===== config.mk =====
export PLATFORM = sky130hd
export DESIGN_NAME = rpi_host_pins
export DESIGN_NICKNAME = d
export VERILOG_FILES = /design/src/logic/rpi_pkg.sv /design/src/logic/rpi_stream_if.sv /design/src/logic/rpi_host_pins.sv /design/src/logic/rpi_buf2.sv
export SDC_FILE = /design/constraint.sdc
export NUM_CORES = 1
export LEC_CHECK = 0
export ABC_AREA = 1
export BUFFER_PORTS_ARGS = -buffer_cell sky130_fd_sc_hd__buf_2
export CAP_MARGIN = 20
export CELL_PAD_IN_SITES_DETAIL_PLACEMENT = 2
export CELL_PAD_IN_SITES_GLOBAL_PLACEMENT = 2
export CORE_MARGIN = 4
export CORE_UTILIZATION = 30
export DETAILED_ROUTE_END_ITERATION = 16
export GPL_ROUTABILITY_DRIVEN = 0
export MAX_ROUTING_LAYER = met4
export PLACE_DENSITY_LB_ADDON = 0.1
export SKIP_CTS_REPAIR_TIMING = 1
export SLEW_MARGIN = 15
export SYNTH_ARGS = -nofsm -noshare
export SYNTH_HDL_FRONTEND = slang
export SYNTH_HIERARCHICAL = 1
export SYNTH_SLANG_ARGS = --single-unit
export TNS_END_PERCENT = 20

===== constraint.sdc =====
create_clock -name clock -period 2.71 [get_ports clock]
set_input_delay 0.4065 -clock clock [delete_from_list [all_inputs] [get_ports clock]]
set_output_delay 0.4065 -clock clock [all_outputs]
set_load 0.01 [all_outputs]

===== src/logic/rpi_pkg.sv =====
// Shared constants for the host pin interface block
package rpi_pkg;
   localparam longint CLK_HZ = 100_000_000;
   localparam longint UART_BAUD = 115_200;
   localparam longint CRF_HOLD_BITS = 10;
   // Least hold time, so the count rounds up
   localparam int CRF_HOLD_CYC = int'((CRF_HOLD_BITS * CLK_HZ + UART_BAUD - 1) / UART_BAUD);
   localparam int FLASH_UNIT_MS = 100;
   localparam int FLASH_SLOTS = 8;
   localparam int PB_DEBOUNCE_MS = 20;
   localparam int PB_WINDOW_MS = 2000;
   localparam int PB_JOIN_PRESSES = 2;
   localparam int PB_RESTORE_PRESSES = 4;
   localparam int EXC_W = 8;
   localparam int STATE_W = 2;
   localparam logic RST_CRF = 1'b1;
   localparam logic RST_CTS_N = 1'b1;
   localparam int ST_CRF = 0;
   localparam int ST_EXC = 1;
   localparam int ST_CTS = 2;
   localparam int ST_BE = 3;
   localparam int ST_RXA = 4;
   localparam int ST_TXA = 5;
   localparam int ST_W = 6;

   function automatic int ms_to_cycles(input int ms);
      ms_to_cycles = int'((longint'(ms) * CLK_HZ) / 1000);
   endfunction
endpackage


===== src/logic/rpi_stream_if.sv =====
// Valid/ready byte stream between the block's own modules
`timescale 1ns/1ps
interface rpi_stream_if #(parameter int W = 9);
   logic [W-1:0] data;
   logic valid;
   logic ready;
   modport src (output data, output valid, input ready);
   modport snk (input data, input valid, output ready);
endinterface


===== src/logic/rpi_host_pins.sv =====
// Host-facing pin logic: serial routing, status lines, amplifier enables, button, indicator
`timescale 1ns/1ps
module rpi_host_pins #(
   parameter int HOLD_CYCLES = rpi_pkg::CRF_HOLD_CYC,
   parameter int FLASH_UNIT = rpi_pkg::ms_to_cycles(rpi_pkg::FLASH_UNIT_MS),
   parameter int PB_DEBOUNCE = rpi_pkg::ms_to_cycles(rpi_pkg::PB_DEBOUNCE_MS),
   parameter int PB_WINDOW = rpi_pkg::ms_to_cycles(rpi_pkg::PB_WINDOW_MS),
   parameter int PB_JOIN = rpi_pkg::PB_JOIN_PRESSES,
   parameter int PB_RESTORE = rpi_pkg::PB_RESTORE_PRESSES
) (
   input wire logic clock,
   input wire logic rst_n,
   input wire logic cmd_select_in,
   input wire logic power_down_n,
   input wire logic push_button_in,
   input wire logic [7:0] in_byte,
   input wire logic in_valid,
   output logic cts_n,
   output logic [7:0] route_byte,
   output logic cmd_valid,
   output logic pay_valid,
   input wire logic route_ready,
   input wire logic [7:0] reply_byte,
   input wire logic reply_valid,
   output logic reply_ack,
   input wire logic [7:0] air_byte,
   input wire logic air_valid,
   output logic air_ack,
   output logic [7:0] tx_byte,
   output logic tx_valid,
   input wire logic tx_ready,
   input wire logic tx_stop_done,
   output logic command_response_flag,
   input wire logic [rpi_pkg::EXC_W-1:0] exc_event,
   input wire logic [rpi_pkg::EXC_W-1:0] exc_mask,
   input wire logic exc_clear,
   output logic exception_out,
   input wire logic radio_rx_active,
   input wire logic radio_tx_active,
   input wire logic radio_idle,
   input wire logic ack_enable,
   input wire logic ack_rx,
   input wire logic retry_exc,
   output logic rx_amp_enable,
   output logic tx_amp_enable,
   output logic buffer_empty_flag,
   input wire logic [rpi_pkg::STATE_W-1:0] op_state,
   output logic activity_indicator,
   output logic join_req,
   output logic restore_req,
   output logic asleep,
   output logic [rpi_pkg::ST_W-1:0] status_word
);
   import rpi_pkg::*;

   // Pin synchroniser: stage one is read only by stage two
   logic [2:0] pin_s1_r;
   logic [2:0] pin_s2_r;
   logic cmd_sel;
   logic awake;
   logic pb_lvl;
   always_ff @(posedge clock or negedge rst_n) begin
      if (!rst_n) begin
         pin_s1_r <= 3'h0;
         pin_s2_r <= 3'h0;
      end else begin
         pin_s1_r <= {push_button_in, power_down_n, cmd_select_in};
         pin_s2_r <= pin_s1_r;
      end
   end
   assign cmd_sel = pin_s2_r[0];
   assign awake = pin_s2_r[1];
   assign pb_lvl = pin_s2_r[2];

   // Input path: bytes tagged with their mode as they enter the buffer
   rpi_stream_if #(.W(9)) bin();
   rpi_stream_if #(.W(9)) bout();
   rpi_buf2 #(.W(9), .DEPTH(2)) u_buf (
      .clock(clock),
      .rst_n(rst_n),
      .wr(bin.snk),
      .rd(bout.src)
   );
   assign bin.data = {cmd_sel, in_byte};
   assign bin.valid = in_valid & awake;

   logic [7:0] rb_r, rb_nxt;
   logic cv_r, cv_nxt, pv_r, pv_nxt, cts_r, cts_nxt;
   logic stage_free;
   assign stage_free = ~(cv_r | pv_r) | route_ready;
   assign bout.ready = stage_free;
   always_comb begin
      rb_nxt = rb_r;
      cv_nxt = cv_r & ~route_ready;
      pv_nxt = pv_r & ~route_ready;
      if (bout.valid && stage_free) begin
         rb_nxt = bout.data[7:0];
         cv_nxt = ~bout.data[8];
         pv_nxt = bout.data[8];
      end
      // Busy once a byte is held, leaving the spare slot for one in flight
      cts_nxt = ~awake | bout.valid | ~bin.ready;
   end
   always_ff @(posedge clock or negedge rst_n) begin
      if (!rst_n) begin
         rb_r <= 8'h00;
         cv_r <= 1'b0;
         pv_r <= 1'b0;
         cts_r <= RST_CTS_N;
      end else begin
         rb_r <= rb_nxt;
         cv_r <= cv_nxt;
         pv_r <= pv_nxt;
         cts_r <= cts_nxt;
      end
   end

   // Output path: one serial line shared by replies and air payload
   logic [7:0] tb_r, tb_nxt;
   logic tv_r, tv_nxt, busy_r, busy_nxt, crf_r, crf_nxt, rack_r, rack_nxt, aack_r, aack_nxt;
   logic [31:0] hold_r, hold_nxt;
   logic take_rep, take_air, idle;
   assign idle = ~tv_r & ~busy_r & awake;
   assign take_rep = idle & reply_valid & ~rack_r & ~crf_r;
   assign take_air = idle & air_valid & ~aack_r & crf_r & ~take_rep;
   always_comb begin
      tb_nxt = tb_r;
      tv_nxt = tv_r & ~tx_ready;
      busy_nxt = busy_r;
      crf_nxt = crf_r;
      hold_nxt = (hold_r != 32'h0) ? hold_r - 32'h1 : hold_r;
      rack_nxt = take_rep;
      aack_nxt = take_air;
      if (tv_r && tx_ready) begin
         busy_nxt = 1'b1;
      end
      if (tx_stop_done) begin
         busy_nxt = 1'b0;
         hold_nxt = 32'(HOLD_CYCLES);
      end
      if (take_rep || take_air) begin
         tb_nxt = take_rep ? reply_byte : air_byte;
         tv_nxt = 1'b1;
      end else if (idle && hold_r == 32'h0) begin
         // Flip only with the line quiet and the hold spent
         if (crf_r && reply_valid && !rack_r) begin
            crf_nxt = 1'b0;
         end else if (!crf_r && air_valid && !aack_r && !reply_valid) begin
            crf_nxt = 1'b1;
         end
      end
   end
   always_ff @(posedge clock or negedge rst_n) begin
      if (!rst_n) begin
         tb_r <= 8'h00;
         tv_r <= 1'b0;
         busy_r <= 1'b0;
         crf_r <= RST_CRF;
         hold_r <= 32'h0;
         rack_r <= 1'b0;
         aack_r <= 1'b0;
      end else begin
         tb_r <= tb_nxt;
         tv_r <= tv_nxt;
         busy_r <= busy_nxt;
         crf_r <= crf_nxt;
         hold_r <= hold_nxt;
         rack_r <= rack_nxt;
         aack_r <= aack_nxt;
      end
   end

   // Status lines
   logic exc_r, exc_nxt, pend_r, pend_nxt, be_r, be_nxt, rxa_r, rxa_nxt, txa_r, txa_nxt;
   always_comb begin
      exc_nxt = exc_r;
      if (exc_clear) begin
         exc_nxt = 1'b0;
      end
      // A new event in the clear cycle still wins
      if ((exc_event & exc_mask) != '0) begin
         exc_nxt = 1'b1;
      end
      pend_nxt = pend_r;
      if (ack_rx || retry_exc || !ack_enable) begin
         pend_nxt = 1'b0;
      end
      if (pv_r && route_ready && ack_enable) begin
         pend_nxt = 1'b1;
      end
      be_nxt = awake & ~bout.valid & ~pv_r & ~cv_r & radio_idle & ~pend_nxt;
      rxa_nxt = awake & radio_rx_active;
      txa_nxt = awake & radio_tx_active;
   end
   always_ff @(posedge clock or negedge rst_n) begin
      if (!rst_n) begin
         exc_r <= 1'b0;
         pend_r <= 1'b0;
         be_r <= 1'b0;
         rxa_r <= 1'b0;
         txa_r <= 1'b0;
      end else begin
         exc_r <= exc_nxt;
         pend_r <= pend_nxt;
         be_r <= be_nxt;
         rxa_r <= rxa_nxt;
         txa_r <= txa_nxt;
      end
   end

   // Push button: debounce, then count presses inside a window
   logic pb_st_r, pb_st_nxt, join_r, join_nxt, rest_r, rest_nxt;
   logic [31:0] deb_r, deb_nxt, win_r, win_nxt;
   logic [3:0] np_r, np_nxt;
   always_comb begin
      pb_st_nxt = pb_st_r;
      deb_nxt = 32'h0;
      win_nxt = (win_r != 32'h0) ? win_r - 32'h1 : win_r;
      np_nxt = np_r;
      join_nxt = 1'b0;
      rest_nxt = 1'b0;
      if (pb_lvl != pb_st_r) begin
         deb_nxt = deb_r + 32'h1;
         if (deb_r >= 32'(PB_DEBOUNCE)) begin
            pb_st_nxt = pb_lvl;
            deb_nxt = 32'h0;
            if (pb_lvl) begin
               np_nxt = (np_r == 4'hf) ? np_r : np_r + 4'h1;
               win_nxt = 32'(PB_WINDOW);
            end
         end
      end
      if (win_r == 32'h1) begin
         join_nxt = awake & (np_r == 4'(PB_JOIN));
         rest_nxt = awake & (np_r == 4'(PB_RESTORE));
         np_nxt = 4'h0;
      end
   end
   always_ff @(posedge clock or negedge rst_n) begin
      if (!rst_n) begin
         pb_st_r <= 1'b0;
         deb_r <= 32'h0;
         win_r <= 32'h0;
         np_r <= 4'h0;
         join_r <= 1'b0;
         rest_r <= 1'b0;
      end else begin
         pb_st_r <= pb_st_nxt;
         deb_r <= deb_nxt;
         win_r <= win_nxt;
         np_r <= np_nxt;
         join_r <= join_nxt;
         rest_r <= rest_nxt;
      end
   end

   // Activity indicator: on for (state + 1) slots of each flash period
   logic [31:0] fc_r, fc_nxt;
   logic [3:0] slot_r, slot_nxt;
   logic led_r, led_nxt;
   logic [ST_W-1:0] stw_r, stw_nxt;
   always_comb begin
      fc_nxt = fc_r + 32'h1;
      slot_nxt = slot_r;
      if (fc_r >= 32'(FLASH_UNIT) - 32'h1) begin
         fc_nxt = 32'h0;
         slot_nxt = (slot_r >= 4'(FLASH_SLOTS - 1)) ? 4'h0 : slot_r + 4'h1;
      end
      led_nxt = awake & (slot_r <= 4'(op_state));
      stw_nxt = '0;
      stw_nxt[ST_CRF] = crf_r;
      stw_nxt[ST_EXC] = exc_r;
      stw_nxt[ST_CTS] = cts_r;
      stw_nxt[ST_BE] = be_r;
      stw_nxt[ST_RXA] = rxa_r;
      stw_nxt[ST_TXA] = txa_r;
   end
   always_ff @(posedge clock or negedge rst_n) begin
      if (!rst_n) begin
         fc_r <= 32'h0;
         slot_r <= 4'h0;
         led_r <= 1'b0;
         stw_r <= '0;
      end else begin
         fc_r <= fc_nxt;
         slot_r <= slot_nxt;
         led_r <= led_nxt;
         stw_r <= stw_nxt;
      end
   end

   assign cts_n = cts_r;
   assign route_byte = rb_r;
   assign cmd_valid = cv_r;
   assign pay_valid = pv_r;
   assign reply_ack = rack_r;
   assign air_ack = aack_r;
   assign tx_byte = tb_r;
   assign tx_valid = tv_r;
   assign command_response_flag = crf_r;
   assign exception_out = exc_r;
   assign rx_amp_enable = rxa_r;
   assign tx_amp_enable = txa_r;
   assign buffer_empty_flag = be_r;
   assign activity_indicator = led_r;
   assign join_req = join_r;
   assign restore_req = rest_r;
   assign asleep = ~awake;
   assign status_word = stw_r;
endmodule // rpi_host_pins


===== src/logic/rpi_buf2.sv =====
// Two-entry shift buffer; head entry always sits in slot 0
`timescale 1ns/1ps
module rpi_buf2 #(
   parameter int W = 9,
   parameter int DEPTH = 2
) (
   input wire logic clock,
   input wire logic rst_n,
   rpi_stream_if.snk wr,
   rpi_stream_if.src rd
);
   import rpi_pkg::*;
   logic [W-1:0] mem_r [DEPTH];
   logic [W-1:0] mem_nxt [DEPTH];
   logic [DEPTH-1:0] vld_r;
   logic [DEPTH-1:0] vld_nxt;
   logic pop;
   logic push;

   assign wr.ready = ~vld_r[DEPTH-1];
   assign rd.valid = vld_r[0];
   assign rd.data = mem_r[0];
   assign pop = rd.valid & rd.ready;
   assign push = wr.valid & wr.ready;

   always_comb begin
      mem_nxt = mem_r;
      vld_nxt = vld_r;
      if (pop) begin
         for (int i = 0; i < DEPTH - 1; i++) begin
            mem_nxt[i] = mem_r[i+1];
            vld_nxt[i] = vld_r[i+1];
         end
         vld_nxt[DEPTH-1] = 1'b0;
      end
      if (push) begin
         // Entries stay packed from slot 0, so an empty slot 0 means an empty buffer
         for (int i = DEPTH - 1; i > 0; i--) begin
            if (!vld_nxt[i] && vld_nxt[i-1]) begin
               mem_nxt[i] = wr.data;
               vld_nxt[i] = 1'b1;
            end
         end
         if (!vld_nxt[0]) begin
            mem_nxt[0] = wr.data;
            vld_nxt[0] = 1'b1;
         end
      end
   end

   always_ff @(posedge clock or negedge rst_n) begin
      if (!rst_n) begin
         vld_r <= '0;
         for (int i = 0; i < DEPTH; i++) begin
            mem_r[i] <= '0;
         end
      end else begin
         vld_r <= vld_nxt;
         mem_r <= mem_nxt;
      end
   end
endmodule // rpi_buf2


### Yosys cells after proc, flatten, opt, wreduce, memory -nomap -nowiden

Index checks and enable logic that the tools add are counted.

* equality and inequality tests: 6
* bitwise operators: 47
* reduce and logical (&&, ||, !) cells: 35
* order comparisons: 4
* mux-type cells: 36
* $add $sub $neg: 6

Operators by type and width (number)
* 32-bit 2-to-1 mux: 9
* 32-bit by 1-bit adder with 32-bit output (second input constant): 2
* 32-bit nonzero test: 2
* 32-bit by 1-bit subtractor with 32-bit output (second input constant): 2
* 32-bit by 1-bit equality test with 1-bit output (second input constant): 1
* 32-bit by 21-bit greater-or-equal comparator with 1-bit output (second input constant): 1
* 32-bit by 24-bit greater-or-equal comparator with 1-bit output (second input constant): 1
* 32-bit zero test: 1
* 9-bit 2-to-1 mux: 3
* 1-bit AND: 25
* 4-bit 2-to-1 mux: 6
* 18-bit 2-to-1 mux: 1
* 1-bit inverter: 17
* 1-bit 2-to-1 mux: 14
* 2-bit nonzero test: 7
* 1-bit logical AND: 11
* 4-bit by 1-bit adder with 4-bit output (second input constant): 2
* 8-bit AND: 1
* 8-bit 2-to-1 mux: 1
* 8-bit nonzero test: 1
* 1-bit zero test: 6
* 4-bit by 2-bit equality test with 1-bit output (second input constant): 1
* 4-bit by 3-bit equality test with 1-bit output (second input constant): 1
* 4-bit equality test (second input constant): 1
* 10 further kinds: 17

* output and inout bits: 37
* bits of input ports: 60
* flip-flop bits (word level): 201

### Logic depth before layout (Yosys ltp)

Gate-level depths: netlist of the first run.

* depth after elaboration: 11
* mapped depth: 12

### Hierarchy

Netlist of the first run, hierarchy kept.

By module, submodules not included
* rpi_host_pins: cells each 1137, times used 1, area each 9263.9 µm²
* rpi_buf2: cells each 127, times used 1, area each 1051.0 µm²

### Worst setup path after synthesis of the first run

Ideal clock, no wire load.

* path kind: reg2reg
* start point: register cv_r, in the netlist cmd_valid
* end point: register rb_r[0], in the netlist route_byte[0]
* cell stages (with the launch flop): 4
* required time: 2585 ps
* arrival: 1416 ps
* setup slack: 1169 ps
* setup time: 125 ps
* path through: dfrtp_1 -> o21bai_1 -> nand2_1 -> mux2_2

* longest elaborated chain between the ends: 4

Ends and longest elaborated chain
* start, declared: line rpi_host_pins.sv:88 `logic cv_r, cv_nxt, pv_r, pv_nxt, cts_r, cts_nxt;`
* start signal, assigned: line rpi_host_pins.sv:112 `cv_r <= cv_nxt;`
* 1-bit bitwise OR: line rpi_host_pins.sv:90 `assign stage_free = ~(cv_r | pv_r) | route_ready;`
* 1-bit inverter: line rpi_host_pins.sv:90
* 1-bit bitwise OR: line rpi_host_pins.sv:90
* named net bout.ready: line rpi_stream_if.sv:6 `logic ready;`
* 1-bit logical AND: line rpi_host_pins.sv:96 `if (bout.valid && stage_free) begin`
* end signal, assigned: line rpi_host_pins.sv:111 `rb_r <= rb_nxt;`
* end, declared: line rpi_host_pins.sv:87 `logic [7:0] rb_r, rb_nxt;`

The timed path passes the listed nets, and every way through them passes these cells.
A chain may end at the register's enable or synchronous reset.

### Worst setup path after layout of the first run

* start point: register win_r[0]
* end point: register win_r[0]

* longest elaborated chain between the ends: 5

Ends and longest elaborated chain
* start, declared: line rpi_host_pins.sv:213 `logic [31:0] deb_r, deb_nxt, win_r, win_nxt;`
* start signal, assigned: line rpi_host_pins.sv:250 `win_r <= win_nxt;`
* 32-bit by 1-bit subtractor with 32-bit output or 32-bit nonzero test (tied branches): line rpi_host_pins.sv:218 `win_nxt = (win_r != 32'h0) ? win_r - 32'h1 : win_r;`
* 32-bit 2-to-1 mux (*): line rpi_host_pins.sv:218
* 32-bit 2-to-1 mux: line rpi_host_pins.sv:227 `if (pb_lvl) begin`
* 32-bit 2-to-1 mux: line rpi_host_pins.sv:224 `if (deb_r >= 32'(PB_DEBOUNCE)) begin`
* 32-bit 2-to-1 mux (*): line rpi_host_pins.sv:222 `if (pb_lvl != pb_st_r) begin`
* named net win_nxt[0]: line rpi_host_pins.sv:213

The timed path passes the listed nets; every way through them passes the cells marked *.

==> results_dict.tcl, run 1 <==
set metrics [dict create \
    track_usage_pct 17.0 \
    max_slew.worst_pin.slew_ns 0.712 \
    layout_min_cycle_time_ns 2.02 \
    finClkSkew_ns 0.0109 \
    r2r-end "win_r[0]$_DFF_PN0_" \
    hpwlAfterDp_mm 22.8 \
    status "finished clean" \
    dp.cells 1810 \
    setup_viol 0 \
    cts_num_sinks 201 \
    io_pins 97 \
    wire_per_inst_um 16.7 \
    die_w_um 193 \
    setup_tns_ns 0 \
    synth_top_area_share_pct 48.3 \
    vias_per_cell 4.80 \
    crit_path_start_kind "flip-flop" \
    ff2ff_path_depth 8 \
    leakagePower_nw 5.79 \
    cts_buffers 26 \
    vdd_drop_max_v 0.000445 \
    synth-edff-count 0 \
    r2r-start "win_r[0]$_DFF_PN0_" \
    fp.coreArea_sq_mm 0.0337 \
    syn-cell-area_sq_mm 0.0103 \
    ys_top_cells_by_area "dfrtp_1 (48%), nand2_1 (11%), nor2_1 (9.0%)" \
    min_path_cells 3 \
    synth_cell_types 55 \
    cts-root-buf "clkbuf_16" \
    hold_viol 0 \
    synth_area_per_cell_sq_um 8.16 \
    critical_path_class "flip-flop to flip-flop" \
    hp-class "input port to flip-flop" \
    rows 67 \
    final_max_slew_viol_count 0 \
    timing.final.ws_setup_ns 0.688 \
    wl_mm 31.0 \
    hp-start "radio_rx_active" \
    power.density_mw_per_mm2 738 \
    clk_pin_slew_ns 0.06 \
    slew_headroom_pct 52.5 \
    start_util_pct 30.6 \
    min_to "rx_amp_enable$_DFF_PN0_" \
    drc 0 \
    via_count 8931 \
    htreeDepth 1 \
    grt_max_degree 75 \
    yosysMostFrequentCell "nand2_1" \
    die_h_um 193 \
    ant_nets 0 \
    dp_slack_ns 0.633 \
    crit_fanout 16 \
    yosys.area.top_type "dfrtp_1" \
    synth_seq_area_share_pct 48.8 \
    cp-end-kind "flip-flop" \
    dr.pass1.iters 4 \
    die_area_sq_mm 0.0374 \
    cap_viol_max_count 0 \
    crit_arrival_ns 2.48 \
    ys_seq_elements 201 \
    cts_buffer_depth 3 \
    fin_nets 1468 \
    drt_iter0_markers 299 \
    port_buffers 96 \
    drive_gt1_share_pct 15.6 \
    max_freq_mhz 495 \
    antenna_found_initial 1 \
    cts_tree "yes" \
    required_ns 3.17 \
    clk_latency_ns 0.53 \
    synth_ff_type "dfrtp_1" \
    fin_crit_sh_pct 74.6 \
    reg2reg_slack_ns 0.69 \
    hold-worst-slack_ns 0.0734 \
    rsz0062_at_grt "false" \
    syn2layout_area_growth_pct 18.9 \
    synthTopCellsByCount "nand2_1 (298), nor2_1 (246), dfrtp_1 (199)" \
    yosysWarnings 6 \
    grt_pass1_wl_mm 52.4 \
    grt_overflow_total 0 \
    stdcell_count 1859 \
    grt_pass1_vias 9903 \
    syn_inst 1264 \
    synth_async_sr_flop_share_pct 100 \
]
-- power breakdown --
part / internal, W / switching, W
Clock: 0.00224 / 0.00134
Sequential: 0.00342 / 0.000317
Combinational: 0.000646 / 0.00109
-- metal layers --
| layer | global-route usage [%] | vias to the layer above | wire, um |
|---|---|---|---|
| li1 | - | 4301 | - |
| met1 | 22.6 | 4482 | 14700 |
| met2 | 28.0 | 117 | 14600 |
| met3 | 2.77 | 31 | 1110 |
| met4 | 2.68 | 0 | 500 |
| met5 | - | - | 0 |
-- cell type report --
cell class,instances,area (sq um)
Sequential cell,201,5030
Clock buffer,37,773
Fill cell,3999,21400
Tap cell,448,561
Multi-Input combinational cell,931,4670
Timing Repair Buffer,112,646
Inverter,122,462
Antenna cell,1,2.50
Clock inverter,7,110
-- through the flow --
stage                     utilization [%]  area, sq um  total power (W)
after floorplan                         -        10400          0.00495
after global placement               33.6        11300          0.00548
after detailed placement             33.6        11300          0.00555
after CTS                            36.3        12200          0.00924
after global routing                 36.4        12300          0.00965
final                                36.4        12300          0.00905
-- cell families (layout without fill, tap and decap cells) --
kind of cell	Yosys count	count (layout)	synth area share (%)
XOR/XNOR	46	46	3.91
AO/OA/AOI/OAI	78	78	4.97
other	1	20	0.0364
multiplexers	8	8	0.873
AND/OR/NAND/NOR	766	766	33.2
buffers and inverters	150	278	6.56
adder cells (fa/ha/maj)	14	14	1.70
flip-flops	201	201	48.8
-- registers in the layout (all words and copies together), names as in the netlist, 2 cells and up --
name and cells:
hold_r 32, route_byte 8, slot_r 4, status_word 6, pin_s2_r 3, u_buf/mem_r 9, pin_s1_r 3, fc_r 32
deb_r 32, win_r 32, u_buf/rd.data 9, np_r 4, u_buf/vld_r 2, tx_byte 8
-- cell usage in the layout (no fill, tap or decap), drive strengths merged, types with 9 or more instances in the layout --
cell type	n
nor3b	9
dfrtp	199
nand3	82
nor4	9
nand4	41
nor2	266
xor2	28
nand2	305
nor3	40
o21ai	22
xnor2	18
buf	108
clkbuf	37
ha	14
a21oi	21
conb	19
inv	121
-- worst max-delay path, stage by stage (launching register included) --
cell     delay (ns)
dfrtp_1        0.42
inv_1          0.17
ha_1           0.17
inv_1          0.05
nor3_1         0.27
nand3_2        0.38
inv_2          0.30
o21ai_0        0.10
nor2_1         0.09
-- worst max-delay path by stage --
stage | endpoint | cells after the start | slack (ns) | startpoint
4_1_cts | slot_r[2]$_DFFE_PN0N_ | 11 | 0.62 | fc_r[0]$_DFF_PN0_
2_1_floorplan | route_byte[0]$_DFFE_PN0P_ | 3 | 1.17 | cmd_valid$_DFF_PN0_
3_3_place_gp | slot_r[1]$_DFFE_PN0N_ | 11 | 0.73 | fc_r[0]$_DFF_PN0_
5_1_grt | slot_r[0]$_DFFE_PN0N_ | 11 | 0.42 | fc_r[0]$_DFF_PN0_
6_report | win_r[0]$_DFF_PN0_ | 8 | 0.69 | win_r[0]$_DFF_PN0_
3_5_place_dp | slot_r[2]$_DFFE_PN0N_ | 11 | 0.63 | fc_r[0]$_DFF_PN0_
(Power assumes the default switching activity.)
==> run 2: changes to the inputs <==
- ABC_AREA: 1 -> 0
- clock period: 2.71 -> 1.9 ns (I/O delays scaled with it)
==> run 2 against run 1 <==
  * The flow now finishes with violations (negative setup slack)
  * Via count down 17%
  * Largest cell class unchanged
  * Synthesized cell count down 33%
  * Largest power group unchanged
  * Sequential power up 41%
  * Register-to-register slack worse by 1.1 ns
==> results_dict.tcl, run 2 <==
set metrics [dict create \
    antenna_found_initial 2 \
    die_w_um 182 \
    crit_fanout 7 \
    rows 63 \
    synth_area_per_cell_sq_um 10.8 \
    violations "negative setup slack" \
    cts_buffer_depth 3 \
    grt_pass1_vias 8289 \
    status "complete, but fails checks" \
    max_freq_mhz 434 \
    cts_tree "yes" \
    final_cell_mix "dfrtp_1 (199), buf_4 (166), nor2_1 (108), buf_2 (95), xor2_1 (44)" \
    grt_max_degree 55 \
    cts_num_sinks 201 \
    slew_headroom_pct 51.8 \
    syn2layout_area_growth_pct 39.9 \
    drt_iter0_markers 181 \
    hold-worst-slack_ns 0.00418 \
    crit_path_start_kind "flip-flop" \
    clk_pin_slew_ns 0.06 \
    synth_async_sr_flop_share_pct 100 \
    io_pins 97 \
    synth_top_area_share_pct 54.7 \
    port_buffers 96 \
    synth_ff_type "dfrtp_1" \
    ys_seq_elements 201 \
    critical_path_class "flip-flop to flip-flop" \
    rsz0062_at_grt "true" \
    final_max_slew_viol_count 0 \
    die_area_sq_mm 0.0332 \
    drive_gt1_share_pct 35.2 \
    vdd_drop_max_v 0.000645 \
    track_usage_pct 15.8 \
    finClkSkew_ns 0.0145 \
    multi_input_area_sq_mm 0.00419 \
    fin_crit_sh_pct 121 \
    synthTopCellsByCount "dfrtp_1 (199), nor2_1 (122), xor2_1 (46)" \
    htreeDepth 1 \
    setup_tns_ns -21.39 \
    fp.coreArea_sq_mm 0.0298 \
    synth-edff-count 0 \
    via_count 7406 \
    cp-end-kind "flip-flop" \
    max_slew.worst_pin.slew_ns 0.723 \
    start_util_pct 30.5 \
    die_h_um 182 \
    cap_viol_max_count 0 \
    reg2reg_slack_ns -0.41 \
    yosys.area.top_type "dfrtp_1" \
    dr.pass1.iters 4 \
    hold_viol 0 \
    synth_seq_area_share_pct 55.3 \
    syn-cell-area_sq_mm 0.00910 \
    required_ns 2.30 \
    yosysMostFrequentCell "dfrtp_1" \
    nFillCells 3205 \
    yosysWarnings 6 \
    setup_viol 93 \
    layout_min_cycle_time_ns 2.31 \
    syn_inst 845 \
    wl_mm 25.3 \
    ant_nets 0 \
    final_common_cell "dfrtp_1" \
    vias_per_cell 4.74 \
    grt_pass1_wl_mm 42.7 \
    hp-class "input port to flip-flop" \
    leakagePower_nw 5.74 \
    power.density_mw_per_mm2 997 \
    synth_cell_types 62 \
    grt_overflow_total 0 \
    cts_buffers 25 \
    clk_latency_ns 0.53 \
    crit_arrival_ns 2.71 \
    drc 0 \
    cts-root-buf "clkbuf_16" \
    seq_area_sq_mm 0.00503 \
    timing.final.ws_setup_ns -0.405 \
    fin_nets 1228 \
    ys_top_cells_by_area "dfrtp_1 (55%), nor2_1 (5.0%), xor2_1 (4.4%)" \
    wire_per_inst_um 16.2 \
    hpwlAfterDp_mm 18.0 \
]
==> run 2: metal layers <==
metal  global-route usage, %  up-vias  part of all wire, %
met1                    20.0     3715                   45
li1                        -     3558                    -
met3                    2.99       38                  4.1
met2                    26.4       95                   49
met4                    3.72        0                  2.2
met5                       -        -                    0
==> run 2: layout make-up <==
| type | instances | area share, % |
|---|---|---|
| Sequential cell | 201 | 39.5 |
| Multi-Input combinational cell | 609 | 32.9 |
| Timing Repair Buffer | 291 | 16.5 |
| Clock buffer | 39 | 5.88 |
| Tap cell | 390 | 3.83 |
| Inverter | 26 | 0.766 |
| Clock inverter | 7 | 0.619 |
| Antenna cell | 1 | 0.0197 |
==> run 2: path summary, 6_finish.rpt <==
path,to,start,cells past startpoint
worst max-delay path,hold_r[13]$_DFFE_PN0P_,hold_r[15]$_DFFE_PN0P_,7
worst min register to register,pin_s2_r[0]$_DFF_PN0_,pin_s1_r[0]$_DFF_PN0_,0
worst max register to register,hold_r[13]$_DFFE_PN0P_,hold_r[15]$_DFFE_PN0P_,7
min in group asynchronous,hold_r[27]$_DFFE_PN0P_,rst_n,2
worst min-delay path,exception_out$_DFFE_PN0P_,exc_mask[2],3
max in group asynchronous,cts_n$_DFF_PN1_,rst_n,3
==> run 2: where the power goes <==
group	leakage (nW)	total [W]	switching [W]	internal (W)
logic	2.79	0.00267	0.00129	0.00138
clock network	0.410	0.00473	0.00188	0.00285
registers	2.54	0.00529	0.000406	0.00489
total	5.74	0.0127	0.00358	0.00912
==> run 2: kinds of logic after synthesis <==
group,after synthesis,share of synthesized area [%]
buffers and inverters,53,2.67
AO/OA/AOI/OAI,91,6.38
AND/OR/NAND/NOR,364,20.9
XOR/XNOR,77,7.41
adder cells (fa/ha/maj),14,1.92
flip-flops,201,55.3
multiplexers,44,5.33
other,1,0.0412
==> run 2: metrics by stage <==
stage / cell area, sq um / instances / power, W / setup WS (ns) / utilization (%)
final: 12700 / 1564 / 0.0127 / -0.405 / 42.7
after CTS: 12200 / 1540 / 0.0129 / -0.433 / 41.0
after floorplan: 9200 / 863 / 0.00675 / -0.434 / -
after global routing: 12700 / 1564 / 0.0135 / -0.505 / 42.7
after detailed placement: 11400 / 1494 / 0.00796 / -0.404 / 38.2
after global placement: 11400 / 1494 / 0.00785 / -0.385 / 38.2
==> run 2: worst max-delay path, cell delays in order (launching register included) <==
cell and delay [ns]:
dfrtp_1 0.38, or4_4 0.53, nand4b_1 0.25, buf_4 0.20, o211ai_1 0.23, buf_4 0.21
nor3_1 0.05, or3b_1 0.33
